### src/shared/rxc_consts.svh
`ifndef RXC_CONSTS_SVH
`define RXC_CONSTS_SVH
// Register offsets
`define RXC_A_FSLOT78   15'h0025
`define RXC_A_FSLOT910  15'h0026
`define RXC_A_FSLOT1112 15'h0027
`define RXC_A_FSLOT1314 15'h0028
`define RXC_A_FSLOT1516 15'h0029
`define RXC_A_SEQCTL    15'h002A
`define RXC_A_DRXEN     15'h002B
`define RXC_A_DG12      15'h002C
`define RXC_A_DG34      15'h002D
`define RXC_A_DSPL      15'h002E
`define RXC_A_DMULT     15'h002F
`define RXC_A_TCCTL     15'h0030
`define RXC_A_TCRES     15'h0031
`define RXC_A_RXST      15'h0032
`define RXC_A_FST       15'h0033
`define RXC_A_REV       15'h0034
`define RXC_A_M0EN      15'h0040
`define RXC_A_M0G12     15'h0041
`define RXC_A_M0G34     15'h0042
// Field positions
`define RXC_B_FRESTART  3
`define RXC_B_FSTEP     2
`define RXC_B_RRESTART  1
`define RXC_B_RSTEP     0
`define RXC_B_SEQ_ON    7
`define RXC_B_FREEZE    5
`define RXC_B_BYPASS    4
`define RXC_B_EOC       0
// Writable-bit masks
`define RXC_M_GAIN      8'h77
`define RXC_M_TCCTL     8'hFE
// Reset value of every held bit
`define RXC_RST_VAL     '0
// Serial frame: read flag, 15 address bits, 8 data bits
`define RXC_HDR_BITS    5'h0F
`define RXC_DATA_BITS   5'h07
`endif

### src/shared/rxc_pkg.sv
package rxc_pkg;
  typedef enum logic [1:0] {RXC_IDLE, RXC_HDR, RXC_DATA} rxc_spi_e;

  typedef struct packed {
    rxc_spi_e    st;
    logic [4:0]  cnt;
    logic [15:0] sh;
    logic [7:0]  osh;
    logic        sclk_s1, sclk_s2, sclk_s3;
    logic        cs_s1, cs_s2, sdi_s1, sdi_s2;
    logic        sdo, sdo_oe, rw, rd, wr;
    logic [14:0] addr;
    logic [7:0]  wdata;
  } rxc_spi_s;

  parameter rxc_spi_s RXC_SPI_RST = '{st: RXC_IDLE, cs_s1: 1'b1,
                                      cs_s2: 1'b1, default: '0};

  typedef struct packed {
    logic [3:0] count;
    logic [3:0] mode;
  } rxc_seq_s;

  typedef struct packed {
    logic [4:0][7:0] fslot;
    logic [3:0]      seqctl;
    logic [3:0]      pulse;
    logic [1:0]      evt;
    logic [7:0]      drxen, dg12, dg34;
    logic [2:0]      dspl;
    logic [7:0]      dmult, tcctl, tcres;
    logic            eoc_s1, eoc_s2, eoc;
    logic [6:0]      m0en;
    logic [7:0]      m0g12, m0g34;
    logic [3:0]      ch_on;
    logic [2:0]      spl;
    logic [11:0]     gain;
    logic [2:0]      chain;
    logic [7:0]      mult;
  } rxc_main_s;

  // Mode nibble of state i+1: odd states sit in the upper nibble
  function automatic logic [3:0] rxc_slot_nib(input logic [63:0] s,
                                              input logic [3:0]  i);
    return s[{i[3:1], ~i[0], 2'b00} +: 4];
  endfunction : rxc_slot_nib
endpackage : rxc_pkg

### src/shared/rxc_regbus_if.sv
`timescale 1ns/1ps
interface rxc_regbus_if;
  logic        wr;
  logic        rd;
  logic [14:0] addr;
  logic [7:0]  wdata;
  logic [7:0]  rdata;
  modport master (output wr, rd, addr, wdata, input rdata);
  modport slave  (input wr, rd, addr, wdata, output rdata);
endinterface : rxc_regbus_if

### src/hw/rxc_ctrl_regs.sv
`timescale 1ns/1ps
`include "rxc_consts.svh"
module rxc_ctrl_regs
  import rxc_pkg::*;
#(
  parameter logic [7:0] REV_VALUE = 8'h5A // Arbitrary revision code
) (
  input  wire logic        mclk,                  // 10 MHz clock
  input  wire logic        rst_n,                 // Async reset
  input  wire logic        spi_sclk,              // Serial clock pin
  input  wire logic        spi_cs_n,              // Chip select pin
  input  wire logic        spi_sdi,               // Serial data in
  output logic             spi_sdo,               // Serial data out
  output logic             spi_sdo_oe,            // Data out enable
  input  wire logic [7:0]  rx_setup,              // Receiver seq setup
  input  wire logic [7:0]  freq_setup,            // Frequency seq setup
  input  wire logic        rx_sleep,              // Receiver asleep
  input  wire logic        freq_sleep,            // Multiplier asleep
  input  wire logic [63:0] rx_slots,              // Receiver slot bytes
  input  wire logic [23:0] freq_low_slots,        // Freq slots 1..6
  input  wire logic [23:0] ext_mode_cfg,          // Modes 1..15 config
  input  wire logic [7:0]  freq_mode_cfg,         // Freq mode controls
  input  wire logic        conv_eoc,              // Converter done pin
  input  wire logic [7:0]  conv_result,           // Converter word
  output logic [3:0]       rx_channel_on,         // Ch1 in bit 3
  output logic [2:0]       rx_splitter_on,        // First, 1-2, 3-4
  output logic [11:0]      rx_channel_gain,       // Ch1 gain on top
  output logic             rx_low_noise_amp_on,   // Front amplifiers
  output logic             rx_mixer_on,           // Mixers
  output logic             rx_if_amplifier_on,    // IF amplifiers
  output logic [7:0]       mult_control,          // Filter and bands
  output logic [3:0]       receiver_active_mode,  // Applied rx mode
  output logic [3:0]       freq_active_mode,      // Applied freq mode
  output logic             converter_clock_rate_select, // Clock rate
  output logic             converter_enable,      // Comparator on
  output logic             converter_osc_on,      // Oscillator on
  output logic             conversion_start_pulse // Start level
);
  rxc_main_s    cur, nxt;
  rxc_regbus_if u_bus ();
  logic [3:0]   rx_count, freq_count, rx_mode, freq_mode;
  logic         rx_on, freq_on, rx_load, freq_load;
  logic [7:0]   rd_data, cfg_en, cfg_g12, cfg_g34;

  // Serial port front end
  rxc_spi_slave u_spi (
    .mclk       (mclk),
    .rst_n      (rst_n),
    .spi_sclk   (spi_sclk),
    .spi_cs_n   (spi_cs_n),
    .spi_sdi    (spi_sdi),
    .spi_sdo    (spi_sdo),
    .spi_sdo_oe (spi_sdo_oe),
    .bus        (u_bus)
  );

  // enable and length come from setup
  assign rx_on   = rx_setup[`RXC_B_SEQ_ON];
  assign freq_on = freq_setup[`RXC_B_SEQ_ON];

  // Receiver sequencer, frozen while multiplier sleeps
  rxc_sequencer u_rx_seq (
    .mclk    (mclk),
    .rst_n   (rst_n),
    .enable  (rx_on),
    .length  (rx_setup[3:0]),
    .restart (cur.pulse[`RXC_B_RRESTART]),
    .step    (cur.pulse[`RXC_B_RSTEP]),
    .freeze  (rx_setup[`RXC_B_FREEZE] & freq_sleep),
    .slots   (rx_slots),
    .count   (rx_count),
    .mode    (rx_mode)
  );

  // Frequency sequencer; upper slot bytes live here
  rxc_sequencer u_freq_seq (
    .mclk    (mclk),
    .rst_n   (rst_n),
    .enable  (freq_on),
    .length  (freq_setup[3:0]),
    .restart (cur.pulse[`RXC_B_FRESTART]),
    .step    (cur.pulse[`RXC_B_FSTEP]),
    .freeze  (freq_setup[`RXC_B_FREEZE] & rx_sleep),
    .slots   ({cur.fslot, freq_low_slots}),
    .count   (freq_count),
    .mode    (freq_mode)
  );

  // with sequencer on and no bypass, controls reload only after a seq event
  assign rx_load   = !rx_on || rx_setup[`RXC_B_BYPASS] || cur.evt[0];
  assign freq_load = !freq_on || freq_setup[`RXC_B_BYPASS] || cur.evt[1];

  // mode 0 held here, other modes supplied from outside
  always_comb begin
    cfg_en  = {1'b0, cur.m0en};
    cfg_g12 = cur.m0g12;
    cfg_g34 = cur.m0g34;
    if (rx_mode != 4'h0) begin
      cfg_en  = ext_mode_cfg[23:16];
      cfg_g12 = ext_mode_cfg[15:8];
      cfg_g34 = ext_mode_cfg[7:0];
    end
  end

  // Register writes and control application
  always_comb begin
    nxt       = cur;
    nxt.pulse = 4'h0;
    // Step and restart pulses reach the counters one cycle on
    nxt.evt   = {|cur.pulse[3:2], |cur.pulse[1:0]};
    if (u_bus.wr) begin
      case (u_bus.addr)
        `RXC_A_FSLOT78:   nxt.fslot[0] = u_bus.wdata;
        `RXC_A_FSLOT910:  nxt.fslot[1] = u_bus.wdata;
        `RXC_A_FSLOT1112: nxt.fslot[2] = u_bus.wdata;
        `RXC_A_FSLOT1314: nxt.fslot[3] = u_bus.wdata;
        `RXC_A_FSLOT1516: nxt.fslot[4] = u_bus.wdata;
        // writing a one fires the strobe
        `RXC_A_SEQCTL: begin
          nxt.seqctl = u_bus.wdata[3:0];
          nxt.pulse  = u_bus.wdata[3:0];
        end
        `RXC_A_DRXEN:  nxt.drxen = u_bus.wdata;
        `RXC_A_DG12:   nxt.dg12  = u_bus.wdata & `RXC_M_GAIN;
        `RXC_A_DG34:   nxt.dg34  = u_bus.wdata & `RXC_M_GAIN;
        `RXC_A_DSPL:   nxt.dspl  = u_bus.wdata[2:0];
        `RXC_A_DMULT:  nxt.dmult = u_bus.wdata;
        `RXC_A_TCCTL:  nxt.tcctl = u_bus.wdata & `RXC_M_TCCTL;
        `RXC_A_M0EN:   nxt.m0en  = u_bus.wdata[6:0];
        `RXC_A_M0G12:  nxt.m0g12 = u_bus.wdata & `RXC_M_GAIN;
        `RXC_A_M0G34:  nxt.m0g34 = u_bus.wdata & `RXC_M_GAIN;
        default: ;
      endcase
    end
    // done flag synchronised; result caught as it rises
    nxt.eoc_s1 = conv_eoc;
    nxt.eoc_s2 = cur.eoc_s1;
    nxt.eoc    = cur.eoc_s2;
    if (cur.eoc_s2 && !cur.eoc) nxt.tcres = conv_result;
    // chain enables always from direct bits
    nxt.chain = cur.drxen[7:5];
    // receiver controls from mode or direct fields
    if (rx_load) begin
      if (!rx_on) begin
        nxt.ch_on = cur.drxen[3:0];
        nxt.spl   = cur.dspl;
        nxt.gain  = {cur.dg12[6:4], cur.dg12[2:0],
                     cur.dg34[6:4], cur.dg34[2:0]};
      end else begin
        nxt.ch_on = cfg_en[3:0];
        nxt.spl   = cfg_en[6:4];
        // gain fields packed channel 1 first
        nxt.gain  = {cfg_g12[6:4], cfg_g12[2:0],
                     cfg_g34[6:4], cfg_g34[2:0]};
      end
    end
    if (freq_load) nxt.mult = freq_on ? freq_mode_cfg : cur.dmult;
  end

  // Single state register
  always_ff @(posedge mclk or negedge rst_n) begin
    if (!rst_n) cur <= `RXC_RST_VAL;
    else        cur <= nxt;
  end

  // Read decode; unmapped offsets read zero
  always_comb begin
    rd_data = 8'h00;
    case (u_bus.addr)
      `RXC_A_FSLOT78:   rd_data = cur.fslot[0];
      `RXC_A_FSLOT910:  rd_data = cur.fslot[1];
      `RXC_A_FSLOT1112: rd_data = cur.fslot[2];
      `RXC_A_FSLOT1314: rd_data = cur.fslot[3];
      `RXC_A_FSLOT1516: rd_data = cur.fslot[4];
      `RXC_A_SEQCTL:    rd_data = {4'h0, cur.seqctl};
      `RXC_A_DRXEN:     rd_data = cur.drxen;
      `RXC_A_DG12:      rd_data = cur.dg12;
      `RXC_A_DG34:      rd_data = cur.dg34;
      `RXC_A_DSPL:      rd_data = {5'h00, cur.dspl};
      `RXC_A_DMULT:     rd_data = cur.dmult;
      `RXC_A_TCCTL:     rd_data = {cur.tcctl[7:1], cur.eoc};
      `RXC_A_TCRES:     rd_data = cur.tcres;
      `RXC_A_RXST:      rd_data = {rx_count, rx_mode};
      `RXC_A_FST:       rd_data = {freq_count, freq_mode};
      `RXC_A_REV:       rd_data = REV_VALUE;
      `RXC_A_M0EN:      rd_data = {1'b0, cur.m0en};
      `RXC_A_M0G12:     rd_data = cur.m0g12;
      `RXC_A_M0G34:     rd_data = cur.m0g34;
      default:          rd_data = 8'h00;
    endcase
  end

  assign u_bus.rdata = rd_data;

  // Outputs straight from flip-flops
  assign rx_channel_on               = cur.ch_on;
  assign rx_splitter_on              = cur.spl;
  assign rx_channel_gain             = cur.gain;
  assign rx_low_noise_amp_on         = cur.chain[2];
  assign rx_mixer_on                 = cur.chain[1];
  assign rx_if_amplifier_on          = cur.chain[0];
  assign mult_control                = cur.mult;
  assign receiver_active_mode        = rx_mode;
  assign freq_active_mode            = freq_mode;
  assign converter_clock_rate_select = cur.tcctl[7];
  assign converter_enable            = cur.tcctl[6];
  assign converter_osc_on            = cur.tcctl[5];
  // start follows the host's write-one, write-zero pulse
  assign conversion_start_pulse      = cur.tcctl[4];
endmodule : rxc_ctrl_regs

### src/hw/rxc_spi_slave.sv
`timescale 1ns/1ps
`include "rxc_consts.svh"
module rxc_spi_slave
  import rxc_pkg::*;
(
  input  wire logic   mclk,       // System clock
  input  wire logic   rst_n,      // Async reset
  input  wire logic   spi_sclk,   // Serial clock pin
  input  wire logic   spi_cs_n,   // Chip select pin
  input  wire logic   spi_sdi,    // Serial data in
  output logic        spi_sdo,    // Serial data out
  output logic        spi_sdo_oe, // Data out enable
  rxc_regbus_if.master bus        // Register access
);
  rxc_spi_s cur, nxt;
  logic     rise, fall;

  // Edges seen only on second sync stage and later
  assign rise = cur.sclk_s2 & ~cur.sclk_s3;
  assign fall = ~cur.sclk_s2 & cur.sclk_s3;

  // Frame decoder; slow SCLK needed since pins are oversampled
  always_comb begin
    nxt         = cur;
    nxt.rd      = 1'b0;
    nxt.wr      = 1'b0;
    nxt.sclk_s1 = spi_sclk;
    nxt.sclk_s2 = cur.sclk_s1;
    nxt.sclk_s3 = cur.sclk_s2;
    nxt.cs_s1   = spi_cs_n;
    nxt.cs_s2   = cur.cs_s1;
    nxt.sdi_s1  = spi_sdi;
    nxt.sdi_s2  = cur.sdi_s1;
    case (cur.st)
      RXC_IDLE: begin
        nxt.cnt    = 5'h00;
        nxt.sdo_oe = 1'b0;
        if (!cur.cs_s2) nxt.st = RXC_HDR;
      end
      RXC_HDR: if (rise) begin
        nxt.sh  = {cur.sh[14:0], cur.sdi_s2};
        nxt.cnt = cur.cnt + 5'h01;
        if (cur.cnt == `RXC_HDR_BITS) begin
          nxt.st   = RXC_DATA;
          nxt.cnt  = 5'h00;
          nxt.rw   = cur.sh[14];
          nxt.rd   = cur.sh[14];
          nxt.addr = {cur.sh[13:0], cur.sdi_s2};
        end
      end
      RXC_DATA: begin
        if (cur.rd) nxt.osh = bus.rdata;
        if (fall && cur.rw) begin
          nxt.sdo    = cur.osh[7];
          nxt.osh    = {cur.osh[6:0], 1'b0};
          nxt.sdo_oe = 1'b1;
        end
        if (rise) begin
          nxt.sh = {cur.sh[14:0], cur.sdi_s2};
          if (cur.cnt != 5'h1F) nxt.cnt = cur.cnt + 5'h01;
          if (cur.cnt == `RXC_DATA_BITS && !cur.rw) begin
            nxt.wr    = 1'b1;
            nxt.wdata = {cur.sh[6:0], cur.sdi_s2};
          end
        end
      end
      default: nxt.st = RXC_IDLE;
    endcase
    if (cur.cs_s2) nxt.st = RXC_IDLE;
  end

  // State register
  always_ff @(posedge mclk or negedge rst_n) begin
    if (!rst_n) cur <= RXC_SPI_RST;
    else        cur <= nxt;
  end

  assign bus.wr     = cur.wr;
  assign bus.rd     = cur.rd;
  assign bus.addr   = cur.addr;
  assign bus.wdata  = cur.wdata;
  assign spi_sdo    = cur.sdo;
  assign spi_sdo_oe = cur.sdo_oe;
endmodule : rxc_spi_slave

### src/hw/rxc_sequencer.sv
`timescale 1ns/1ps
module rxc_sequencer
  import rxc_pkg::*;
(
  input  wire logic        mclk,    // System clock
  input  wire logic        rst_n,   // Async reset
  input  wire logic        enable,  // Sequencer on
  input  wire logic [3:0]  length,  // States in cycle
  input  wire logic        restart, // Back to first state
  input  wire logic        step,    // Next state
  input  wire logic        freeze,  // Hold while other sleeps
  input  wire logic [63:0] slots,   // Mode nibbles
  output logic [3:0]       count,   // Current state index
  output logic [3:0]       mode     // Mode of current state
);
  rxc_seq_s   cur, nxt;
  logic [3:0] last;

  // Length zero behaves as a single state
  assign last = (length == 4'h0) ? 4'h0 : length - 4'h1;

  always_comb begin
    nxt = cur;
    if (!enable) nxt.count = 4'h0;
    else if (restart) nxt.count = 4'h0;
    else if (step && !freeze)
      nxt.count = (cur.count >= last) ? 4'h0 : cur.count + 4'h1;
    nxt.mode = enable ? rxc_slot_nib(slots, nxt.count) : 4'h0;
  end

  always_ff @(posedge mclk or negedge rst_n) begin
    if (!rst_n) cur <= '0;
    else        cur <= nxt;
  end

  assign count = cur.count;
  assign mode  = cur.mode;
endmodule : rxc_sequencer

### config.mk
export PLATFORM = sky130hd
export DESIGN_NAME = rxc_ctrl_regs
export DESIGN_NICKNAME = d
export VERILOG_FILES = /design/src/shared/rxc_pkg.sv /design/src/shared/rxc_regbus_if.sv /design/src/hw/rxc_ctrl_regs.sv /design/src/hw/rxc_spi_slave.sv /design/src/hw/rxc_sequencer.sv
export VERILOG_INCLUDE_DIRS = /design/src /design/src/shared
export SDC_FILE = /design/constraint.sdc
export NUM_CORES = 1
export LEC_CHECK = 0
export BUFFER_PORTS_ARGS = -buffer_cell sky130_fd_sc_hd__buf_2
export CAP_MARGIN = 10
export CORE_MARGIN = 3
export CORE_UTILIZATION = 59
export DETAILED_ROUTE_END_ITERATION = 16
export GPL_TIMING_DRIVEN = 1
export PLACE_DENSITY = 0.91
export SYNTH_ARGS = -nofsm -noshare
export SYNTH_HDL_FRONTEND = slang
export SYNTH_SLANG_ARGS = --single-unit
### constraint.sdc
create_clock -name mclk -period 6.2 [get_ports mclk]
set_input_delay 1.24 -clock mclk [delete_from_list [all_inputs] [get_ports mclk]]
set_output_delay 1.24 -clock mclk [all_outputs]
set_load 0.01 [all_outputs]
==> results of run 1 <==
cells by family after synthesis:
| kind of cell | count (synthesis) | share of synthesized area [%] |
|---|---|---|
| XOR/XNOR | 3 | 0.216 |
| adder cells (fa/ha/maj) | 17 | 1.74 |
| buffers and inverters | 98 | 4.66 |
| flip-flops | 229 | 47.0 |
| AND/OR/NAND/NOR | 251 | 10.7 |
| multiplexers | 225 | 20.5 |
| AO/OA/AOI/OAI | 254 | 15.1 |
synthesized netlist by cell type, types with 6 or more instances:
cell type                  instances  area share [%]
sky130_fd_sc_hd__dfrtp_1         227              47
sky130_fd_sc_hd__mux2_2          124              11
sky130_fd_sc_hd__nand2_1          91             2.8
sky130_fd_sc_hd__mux2i_1          70             5.7
sky130_fd_sc_hd__o21ai_0          54             2.2
sky130_fd_sc_hd__nor2_1           51             1.6
sky130_fd_sc_hd__a21oi_1          32             1.3
sky130_fd_sc_hd__buf_4            31             1.9
sky130_fd_sc_hd__clkbuf_1         31            0.95
sky130_fd_sc_hd__a22oi_1          25             1.5
sky130_fd_sc_hd__mux2_1           25             2.3
sky130_fd_sc_hd__a221oi_1         18             1.3
sky130_fd_sc_hd__nand3_1          18            0.74
sky130_fd_sc_hd__ha_1             17             1.7
sky130_fd_sc_hd__inv_1            16            0.49
sky130_fd_sc_hd__a21o_1           15            0.92
sky130_fd_sc_hd__a211oi_1         14            0.86
sky130_fd_sc_hd__and3_1           13            0.67
sky130_fd_sc_hd__nor3_1           13            0.53
sky130_fd_sc_hd__a31oi_1           8            0.41
sky130_fd_sc_hd__buf_2             8            0.33
sky130_fd_sc_hd__a222oi_1          7            0.57
sky130_fd_sc_hd__nor2b_1           7            0.36
sky130_fd_sc_hd__o21a_1            7            0.43
sky130_fd_sc_hd__o31ai_1           7            0.43
sky130_fd_sc_hd__nand4_1           6            0.31
sky130_fd_sc_hd__o21ai_1           6            0.25
sequential cells by signal, indices dropped and copies added (netlist names), 3 cells and up:
register,count
u_spi.bus.wdata,8
u_freq_seq.mode,4
mult_control,8
u_spi.cur,38
u_rx_seq.mode,4
rx_splitter_on,3
u_rx_seq.count,4
rx_channel_gain,12
u_freq_seq.count,4
u_spi.bus.addr,15
cur,114
rx_channel_on,4
layout make-up:
cell class	instances	area (um2)	area share [%]
inverter	18	72.6	0.523
multi-input combinational	750	5900	42.6
tap	265	332	2.39
sequential	229	5730	41.4
clock inverter	11	114	0.821
timing repair buffer	195	1020	7.33
clock buffer	33	696	5.02
how the worst max path moves through the flow:
stage           startpoint                to  slack, ps  cells past startpoint
2_1_floorplan  rx_setup[1]  u_rx_seq.mode[0]       2340                     12
3_3_place_gp   rx_setup[1]  u_rx_seq.mode[3]       1880                     12
3_5_place_dp   rx_setup[1]  u_rx_seq.mode[3]       1810                     12
4_1_cts        rx_setup[1]  u_rx_seq.mode[3]       2330                     12
5_1_grt        rx_setup[1]  u_rx_seq.mode[1]       2070                     12
6_report       rx_setup[1]  u_rx_seq.mode[3]       2320                     12
routing by layer:
| metal | vias up | global-route usage (%) |
|---|---|---|
| met5 | - | 0 |
| met4 | 0 | 11.7 |
| met3 | 110 | 5.60 |
| met2 | 577 | 50.5 |
| met1 | 4841 | 40.2 |
| li1 | 4273 | - |
per-stage QoR:
stage               util, %  worst slack, ps  cell area, um2  hold WS, ps
floorplan                 -             2340           12200          331
global placement       65.6             1880           13100          335
detailed placement     65.6             1810           13100          335
CTS                    69.6             2330           13900          348
global route           69.6             2070           13900          359
finish                 69.6             2320           13900          347
critical path, cell delays in order:
cell                       delay, ps
sky130_fd_sc_hd__buf_2           120
sky130_fd_sc_hd__or2_2           310
sky130_fd_sc_hd__nor2_1          110
sky130_fd_sc_hd__a21oi_1          60
sky130_fd_sc_hd__ha_1            200
sky130_fd_sc_hd__or3b_4          420
sky130_fd_sc_hd__a221oi_2        330
sky130_fd_sc_hd__nand3_1         140
sky130_fd_sc_hd__a21oi_2         550
sky130_fd_sc_hd__mux4_2          600
sky130_fd_sc_hd__nand2_1          90
sky130_fd_sc_hd__o311a_1         150
report_power, final:
group	leakage (nW)	switching (mW)	internal (mW)
Sequential	3.09	0.0681	1.57
Combinational	3.24	0.145	0.144
Clock	0.398	0.590	0.869
==> results.txt, run 1 <==
----------------------------------------------------
[Worst setup path]
  Path type of the worst setup path ... in -> reg
  Endpoint of the worst register-to-register path ... cur[105]
  Critical path fanouts, max ... 11
  R2R cell count ... 5
  Worst setup slack for register-to-register paths ... 2960 ps
  Critical path endpoint category ... flop
  Crit path required time ... 6650 ps
  Signal arrival time at the worst endpoint ... 4330 ps
  RR Startpoint ... u_spi.bus.addr[9]
  Launching element type of the critical path ... primary input

[CTS]
  Number of instances resized during post-cts repair ... 0
  Count of hold-fix buffers inserted at cts ... 0
  Clock insertion delay at the later pin of the skew report ... 530 ps
  Setup bufs post-CTS ... 0
  Clock tree from TritonCTS ... built
  Clock slew seen by the registers of the worst setup and hold paths ... 60 ps
  Root Buffer ... sky130_fd_sc_hd__clkbuf_16
  CTS buffer count ... 24
  Number of H-tree levels ... 1
  Number of buffers on the longest clock path ... 3
  TritonCTS Sinks ... 229

[Synthesis]
  Post-Syn Nets ... 1246
  Synthesized flop and latch total ... 229
  Per-instance average area after synthesis ... 11.3 um2
  Synthesis Warnings ... 0
  Most common flop cell mapped by yosys ... sky130_fd_sc_hd__dfrtp_1
  Async set-reset flop share out of synthesis ... 100%
  Combined area of all synthesized cells ... 0.0122 mm2
  Sequential area share after synthesis ... 47.0%
  Gate Count Post-Synth ... 1077
  Post-synth EDFFs ... 0
  Post-synthesis cell type count ... 90

[Floorplan]
  Die area ... 0.0224 mm2
  Row count ... 51
  Floorplan die width ... 150 um
  Die Y ... 150 um
  Area of the core ... 0.0199 mm2
  Initial core utilization ... 61.2%
  Number of top-level pins ... 196

[Power and ir drop]
  Power Dens Cells ... 244 mW/mm2
  Worst IR Drop VDD ... 0.270 mV
  Leak Pwr ... 6.72 nW
  Total power of the final layout ... 3.39 mW

[Cells and area]
  # diodes ... 0
  Layout cell share with drive strength beyond 1 ... 32.9%
  Most common cell after layout, fill and taps aside ... sky130_fd_sc_hd__dfrtp_1
  Area Overhead vs Synth ... 13.7%
  Net count, final ... 1387
  Final std cells w/o fill ... 1501
  Count of filler cells inserted in the layout ... 1487
  Commonest cells after routing, fill and taps aside ... sky130_fd_sc_hd__dfrtp_1, sky130_fd_sc_hd__buf_2, sky130_fd_sc_hd__mux2_2

[Timing]
  Layout Skew ... 19.0 ps
  Final-report setup violation count ... 0
  RSZ-0062 raised after global routing ... no
  Headroom to the max-slew limit ... 34.9%
  Period utilisation layout ... 62.6%
  Transition time at the pin with the least slew margin ... 957 ps
  Final hold violation count ... 0
  Max Clk Rate ... 258 MHz
  Time the final worst path needs with I/O delays and setup ... 3880 ps
  Final max-slew violation count ... 0
  Total Negative Setup Slacks ... 0 ps

[Placed design]
  Half-perimeter wire length after detailed placement ... 24.8 mm
  Placer congestion estimate ... 1.03
  Placed cell count ... 1457
  Number of buffer cells added on primary ports ... 188

[Hold path]
  Beginning of the worst hold path ... u_spi.cur[34]
  Min-Delay Path Class ... reg -> reg
  Number of cells on the worst hold path ... 0
  Min-Delay Endpoint ... u_spi.cur[33]

[Global routing]
  Antenna violations before repair ... 0
  Global-route wire length before repair ... 53.4 mm
  Pin count of the biggest net entering global routing ... 118
  Gr ovfl total ... 0
  Vias in the first global route ... 9857
  Overall fraction of global-route tracks in use ... 30.5%

[Routing]
  Post-route met1 wirelength ... 13.2 mm
  Total via count in the routed design ... 9801
  Number of nets with antenna violations after detailed routing ... 0
  Via count normalized by instance count ... 6.53
  Total detailed-routing wirelength ... 34.3 mm
  DRC viols ... 0
  Routed wire per std cell ... 22.8 um
  Met2 wire len ... 16.4 mm
  Highest Signal Layer ... met4
  First-pass iteration count of the detailed router ... 6
  Number of violations reported at the end of detailed-routing iteration 0 ... 1157
  Met3 Wirelength ... 3.26 mm

[Run status]
  Outcome ... completed

[Job]
  Max cap viols ... 0

----------------------------------------------------
Power figures use the tool's default switching activity.
==> run 2, diff against run 1 <==
--- a/config.mk
+++ b/config.mk
@@ -6,13 +6,14 @@
 export SDC_FILE = /design/constraint.sdc
 export NUM_CORES = 1
 export LEC_CHECK = 0
+export ABC_AREA = 1
 export BUFFER_PORTS_ARGS = -buffer_cell sky130_fd_sc_hd__buf_2
 export CAP_MARGIN = 10
 export CORE_MARGIN = 3
-export CORE_UTILIZATION = 59
+export CORE_UTILIZATION = 57
 export DETAILED_ROUTE_END_ITERATION = 16
 export GPL_TIMING_DRIVEN = 1
-export PLACE_DENSITY = 0.91
+export PLACE_DENSITY = 0.88
 export SYNTH_ARGS = -nofsm -noshare
 export SYNTH_HDL_FRONTEND = slang
 export SYNTH_SLANG_ARGS = --single-unit
==> constraint.sdc (replaced) <==
create_clock -name mclk -period 3.8 [get_ports mclk]
set_input_delay 0.76 -clock mclk [delete_from_list [all_inputs] [get_ports mclk]]
set_output_delay 0.76 -clock mclk [all_outputs]
set_load 0.01 [all_outputs]
==> run 2 against run 1 <==
Global-route usage fell by 2.0 points; sequential power up 61%; critical path depth up 6; cell count grew 36%; clock-buffer cell count is 4 higher; utilization is 2.0 points lower; worst setup slack got worse by 1300 ps; register-to-register slack got worse by 1800 ps; combinational power rose by 73%.
==> results.txt, run 2 <==
----------------------------------------------------
[Synthesis]
  Sequential area share after synthesis ... 46.9% (-0.11 points)
  Combined area of all synthesized cells ... 0.0122 mm2 (+0.23%)
  Fraction of post-synthesis cell area in the top cell type by area ... 46.5% (-0.10 points)
  Post-Syn Nets ... 1795 (+44%)
  Synthesized flop and latch total ... 229 (unchanged)
  Cell with the most instances after synthesis ... sky130_fd_sc_hd__nand2_1
  Post-synth EDFFs ... 0 (unchanged)
  Synthesis Warnings ... 0 (unchanged)
  Gate Count Post-Synth ... 1626 (+51%)
  Per-instance average area after synthesis ... 7.51 um2 (-34%)
  Most common flop cell mapped by yosys ... sky130_fd_sc_hd__dfrtp_1
  Top post-synthesis cells by area ... sky130_fd_sc_hd__dfrtp_1, sky130_fd_sc_hd__nand2_1, sky130_fd_sc_hd__nand3_1
  Post-synthesis cell type count ... 39 (-57%)
  Async set-reset flop share out of synthesis ... 100% (unchanged)
  Most common library cells after synthesis ... sky130_fd_sc_hd__nand2_1, sky130_fd_sc_hd__nand3_1, sky130_fd_sc_hd__dfrtp_1, sky130_fd_sc_hd__nor2_1, sky130_fd_sc_hd__o21ai_0
  Cell type contributing the most total cell area after synthesis ... sky130_fd_sc_hd__dfrtp_1

[Routing]
  Post-route met1 wirelength ... 13.2 mm (+0.42%)
  Met3 Wirelength ... 3.06 mm (-6.3%)
  Routed wire per std cell ... 17.0 um (-25%)
  Highest Signal Layer ... met4
  DRC viols ... 0 (unchanged)
  Total via count in the routed design ... 11986 (+22%)
  First-pass iteration count of the detailed router ... 6 (unchanged)
  Number of nets with antenna violations after detailed routing ... 0 (unchanged)
  Met2 wire len ... 16.9 mm (+2.8%)
  Total detailed-routing wirelength ... 34.8 mm (+1.5%)
  Number of violations reported at the end of detailed-routing iteration 0 ... 1264 (+9.2%)
  Via count normalized by instance count ... 5.87 (-10%)

[CTS]
  Number of buffers on the longest clock path ... 3 (unchanged)
  Clock insertion delay at the later pin of the skew report ... 520 ps (about the same)
  Count of hold-fix buffers inserted at cts ... 0 (unchanged)
  Setup bufs post-CTS ... 0 (unchanged)
  Clock slew seen by the registers of the worst setup and hold paths ... 60 ps (about the same)
  Number of instances resized during post-cts repair ... 0 (unchanged)
  CTS buffer count ... 24 (unchanged)
  Clock tree from TritonCTS ... built
  TritonCTS Sinks ... 229 (unchanged)
  Number of H-tree levels ... 1 (unchanged)
  Root Buffer ... sky130_fd_sc_hd__clkbuf_16

[Timing]
  Period utilisation layout ... 72.6%
  Max Clk Rate ... 363 MHz
  Total Negative Setup Slacks ... 0 ps (unchanged)
  Transition time at the pin with the least slew margin ... 885 ps (-72.1 ps)
  Layout Skew ... 12.8 ps (-6.28 ps)
  Final max-slew violation count ... 0 (unchanged)
  RSZ-0062 raised after global routing ... no
  Final-report setup violation count ... 0 (unchanged)
  Time the final worst path needs with I/O delays and setup ... 2760 ps
  Headroom to the max-slew limit ... 40.9% (+5.9 points)
  Final hold violation count ... 0 (unchanged)

[Placed design]
  Post-DP Area ... 0.0131 mm2 (+0.40%)
  Placer congestion estimate ... 0.937 (-8.9%)
  Half-perimeter wire length after detailed placement ... 24.5 mm (-1.2%)
  Number of buffer cells added on primary ports ... 188 (unchanged)

[Worst setup path]
  Endpoint of the worst register-to-register path ... u_spi.cur[41]
  R2R cell count ... 11 (+6)
  Critical path fanouts, max ... 17 (+6)
  Path type of the worst setup path ... in -> reg
  Signal arrival time at the worst endpoint ... 3150 ps (-1180 ps)
  CP Launch Point ... rx_setup[1]
  Launching element type of the critical path ... primary input
  Crit path required time ... 4200 ps (-2450 ps)
  RR Startpoint ... u_spi.bus.addr[13]
  Critical path endpoint category ... flop
  Critical Path Sink ... u_rx_seq.mode[0]
  Worst setup slack for register-to-register paths ... 1210 ps (-1750 ps)

[Cells and area]
  Post-route standard cell area excluding fillers ... 0.0139 mm2 (+0.56%)
  Most common cell after layout, fill and taps aside ... sky130_fd_sc_hd__nand2_1
  Commonest cells after routing, fill and taps aside ... sky130_fd_sc_hd__nand2_1, sky130_fd_sc_hd__nand3_1, sky130_fd_sc_hd__dfrtp_1
  Net count, final ... 1923 (+39%)
  Number of flip-flops in the largest register ... 114 (unchanged)
  Area Overhead vs Synth ... 14.1%
  Layout cell share with drive strength beyond 1 ... 16.9% (-16 points)
  # diodes ... 0 (unchanged)
  Register bank with the most flops ... cur

[Power and ir drop]
  Worst IR Drop VDD ... 0.458 mV (+70%)
  Total power of the final layout ... 5.58 mW (+65%)
  Power Dens Cells ... 400 mW/mm2 (+64%)
  Leak Pwr ... 6.80 nW (+1.2%)

[Floorplan]
  Die Y ... 152 um (+1.8%)
  Row count ... 52 (+2.0%)
  Area of the core ... 0.0206 mm2 (+3.6%)
  Floorplan die width ... 152 um (+1.8%)
  Initial core utilization ... 59.2% (-2.0 points)
  Number of top-level pins ... 196 (unchanged)
  Die area ... 0.0232 mm2 (+3.6%)

[Global routing]
  Antenna violations before repair ... 1 (+1)
  Gr ovfl total ... 0 (unchanged)
  Global-route wire length before repair ... 55.1 mm (+3.2%)
  Overall fraction of global-route tracks in use ... 28.5% (-2.0 points)
  Pin count of the biggest net entering global routing ... 103 (-13%)
  Vias in the first global route ... 11056 (+12%)

[Run status]
  Outcome ... completed

[Hold path]
  Min-Delay Path Class ... in -> async

[Job]
  Max cap viols ... 0 (unchanged)

----------------------------------------------------
==> run 2: area by class of cell <==
type                    instances  area [um2]
clock buffers                  37         751
clock inverters                 6        83.8
fillers                      1657        6680
inverters                      99         372
multi-input cells            1195        5570
flip-flops and latches        229        5730
well taps                     270         338
repair buffers                205        1090
==> run 2: worst max-delay path: stages <==
cell and delay [ps]:
sky130_fd_sc_hd__buf_2 100, sky130_fd_sc_hd__nor2_1 170, sky130_fd_sc_hd__inv_1 70, sky130_fd_sc_hd__nor2_1 150, sky130_fd_sc_hd__o21ai_0 110, sky130_fd_sc_hd__ha_1 290, sky130_fd_sc_hd__nand2_1 70, sky130_fd_sc_hd__inv_1 40
sky130_fd_sc_hd__nand3_1 60, sky130_fd_sc_hd__nand3_1 70, sky130_fd_sc_hd__nand2_1 150, sky130_fd_sc_hd__nand2_2 250, sky130_fd_sc_hd__inv_2 340, sky130_fd_sc_hd__nand3_1 180, sky130_fd_sc_hd__nand3_1 110, sky130_fd_sc_hd__nand3_1 90
sky130_fd_sc_hd__nand2_1 80, sky130_fd_sc_hd__nor2_1 50
==> run 2: cells by family (layout without fill, tap and decap cells) <==
logic type	count (synthesis)	after routing	synth area share, %
buf+inv	202	347	7.58
fa+ha+maj	17	17	1.74
compound gates	224	224	9.80
simple gates	946	946	33.3
mux	6	6	0.553
xor+xnor	2	2	0.143
flops	229	229	46.9
==> run 2: worst min-delay path by stage <==
stage	from	endpoint	slack [ps]	cells after the start
6_report	rst_n	rx_channel_gain[1]	210	1
5_1_grt	rst_n	cur[32]	260	1
4_1_cts	rst_n	rx_channel_gain[1]	240	1
3_5_place_dp	u_spi.cur[29]	u_spi.cur[28]	340	0
3_3_place_gp	u_spi.cur[34]	u_spi.cur[33]	330	0
2_1_floorplan	cur[55]	cur[54]	330	0
==> run 2: power breakdown <==
part / switching [mW] / internal (mW)
combinational: 0.306 / 0.193
sequential: 0.0719 / 2.56
clock: 0.950 / 1.49
total: 1.33 / 4.25
==> run 2: per-stage QoR <==
stage / hold slack, ps / utilization [%] / setup WS [ps] / instances
floorplan: 331 / - / 1190 / 1626
global placement: 334 / 63.6 / 731 / 1998
detailed placement: 337 / 63.6 / 630 / 1998
CTS: 241 / 67.6 / 1130 / 2041
global route: 261 / 67.6 / 816 / 2041
finish: 209 / 67.6 / 1040 / 2041
==> run 2: metal layers <==
layer | global-route usage (%) | vias up
met5 | 0 | -
met4 | 11.4 | 0
met3 | 4.80 | 140
met2 | 47.8 | 630
met1 | 37.3 | 5636
li1 | - | 5580
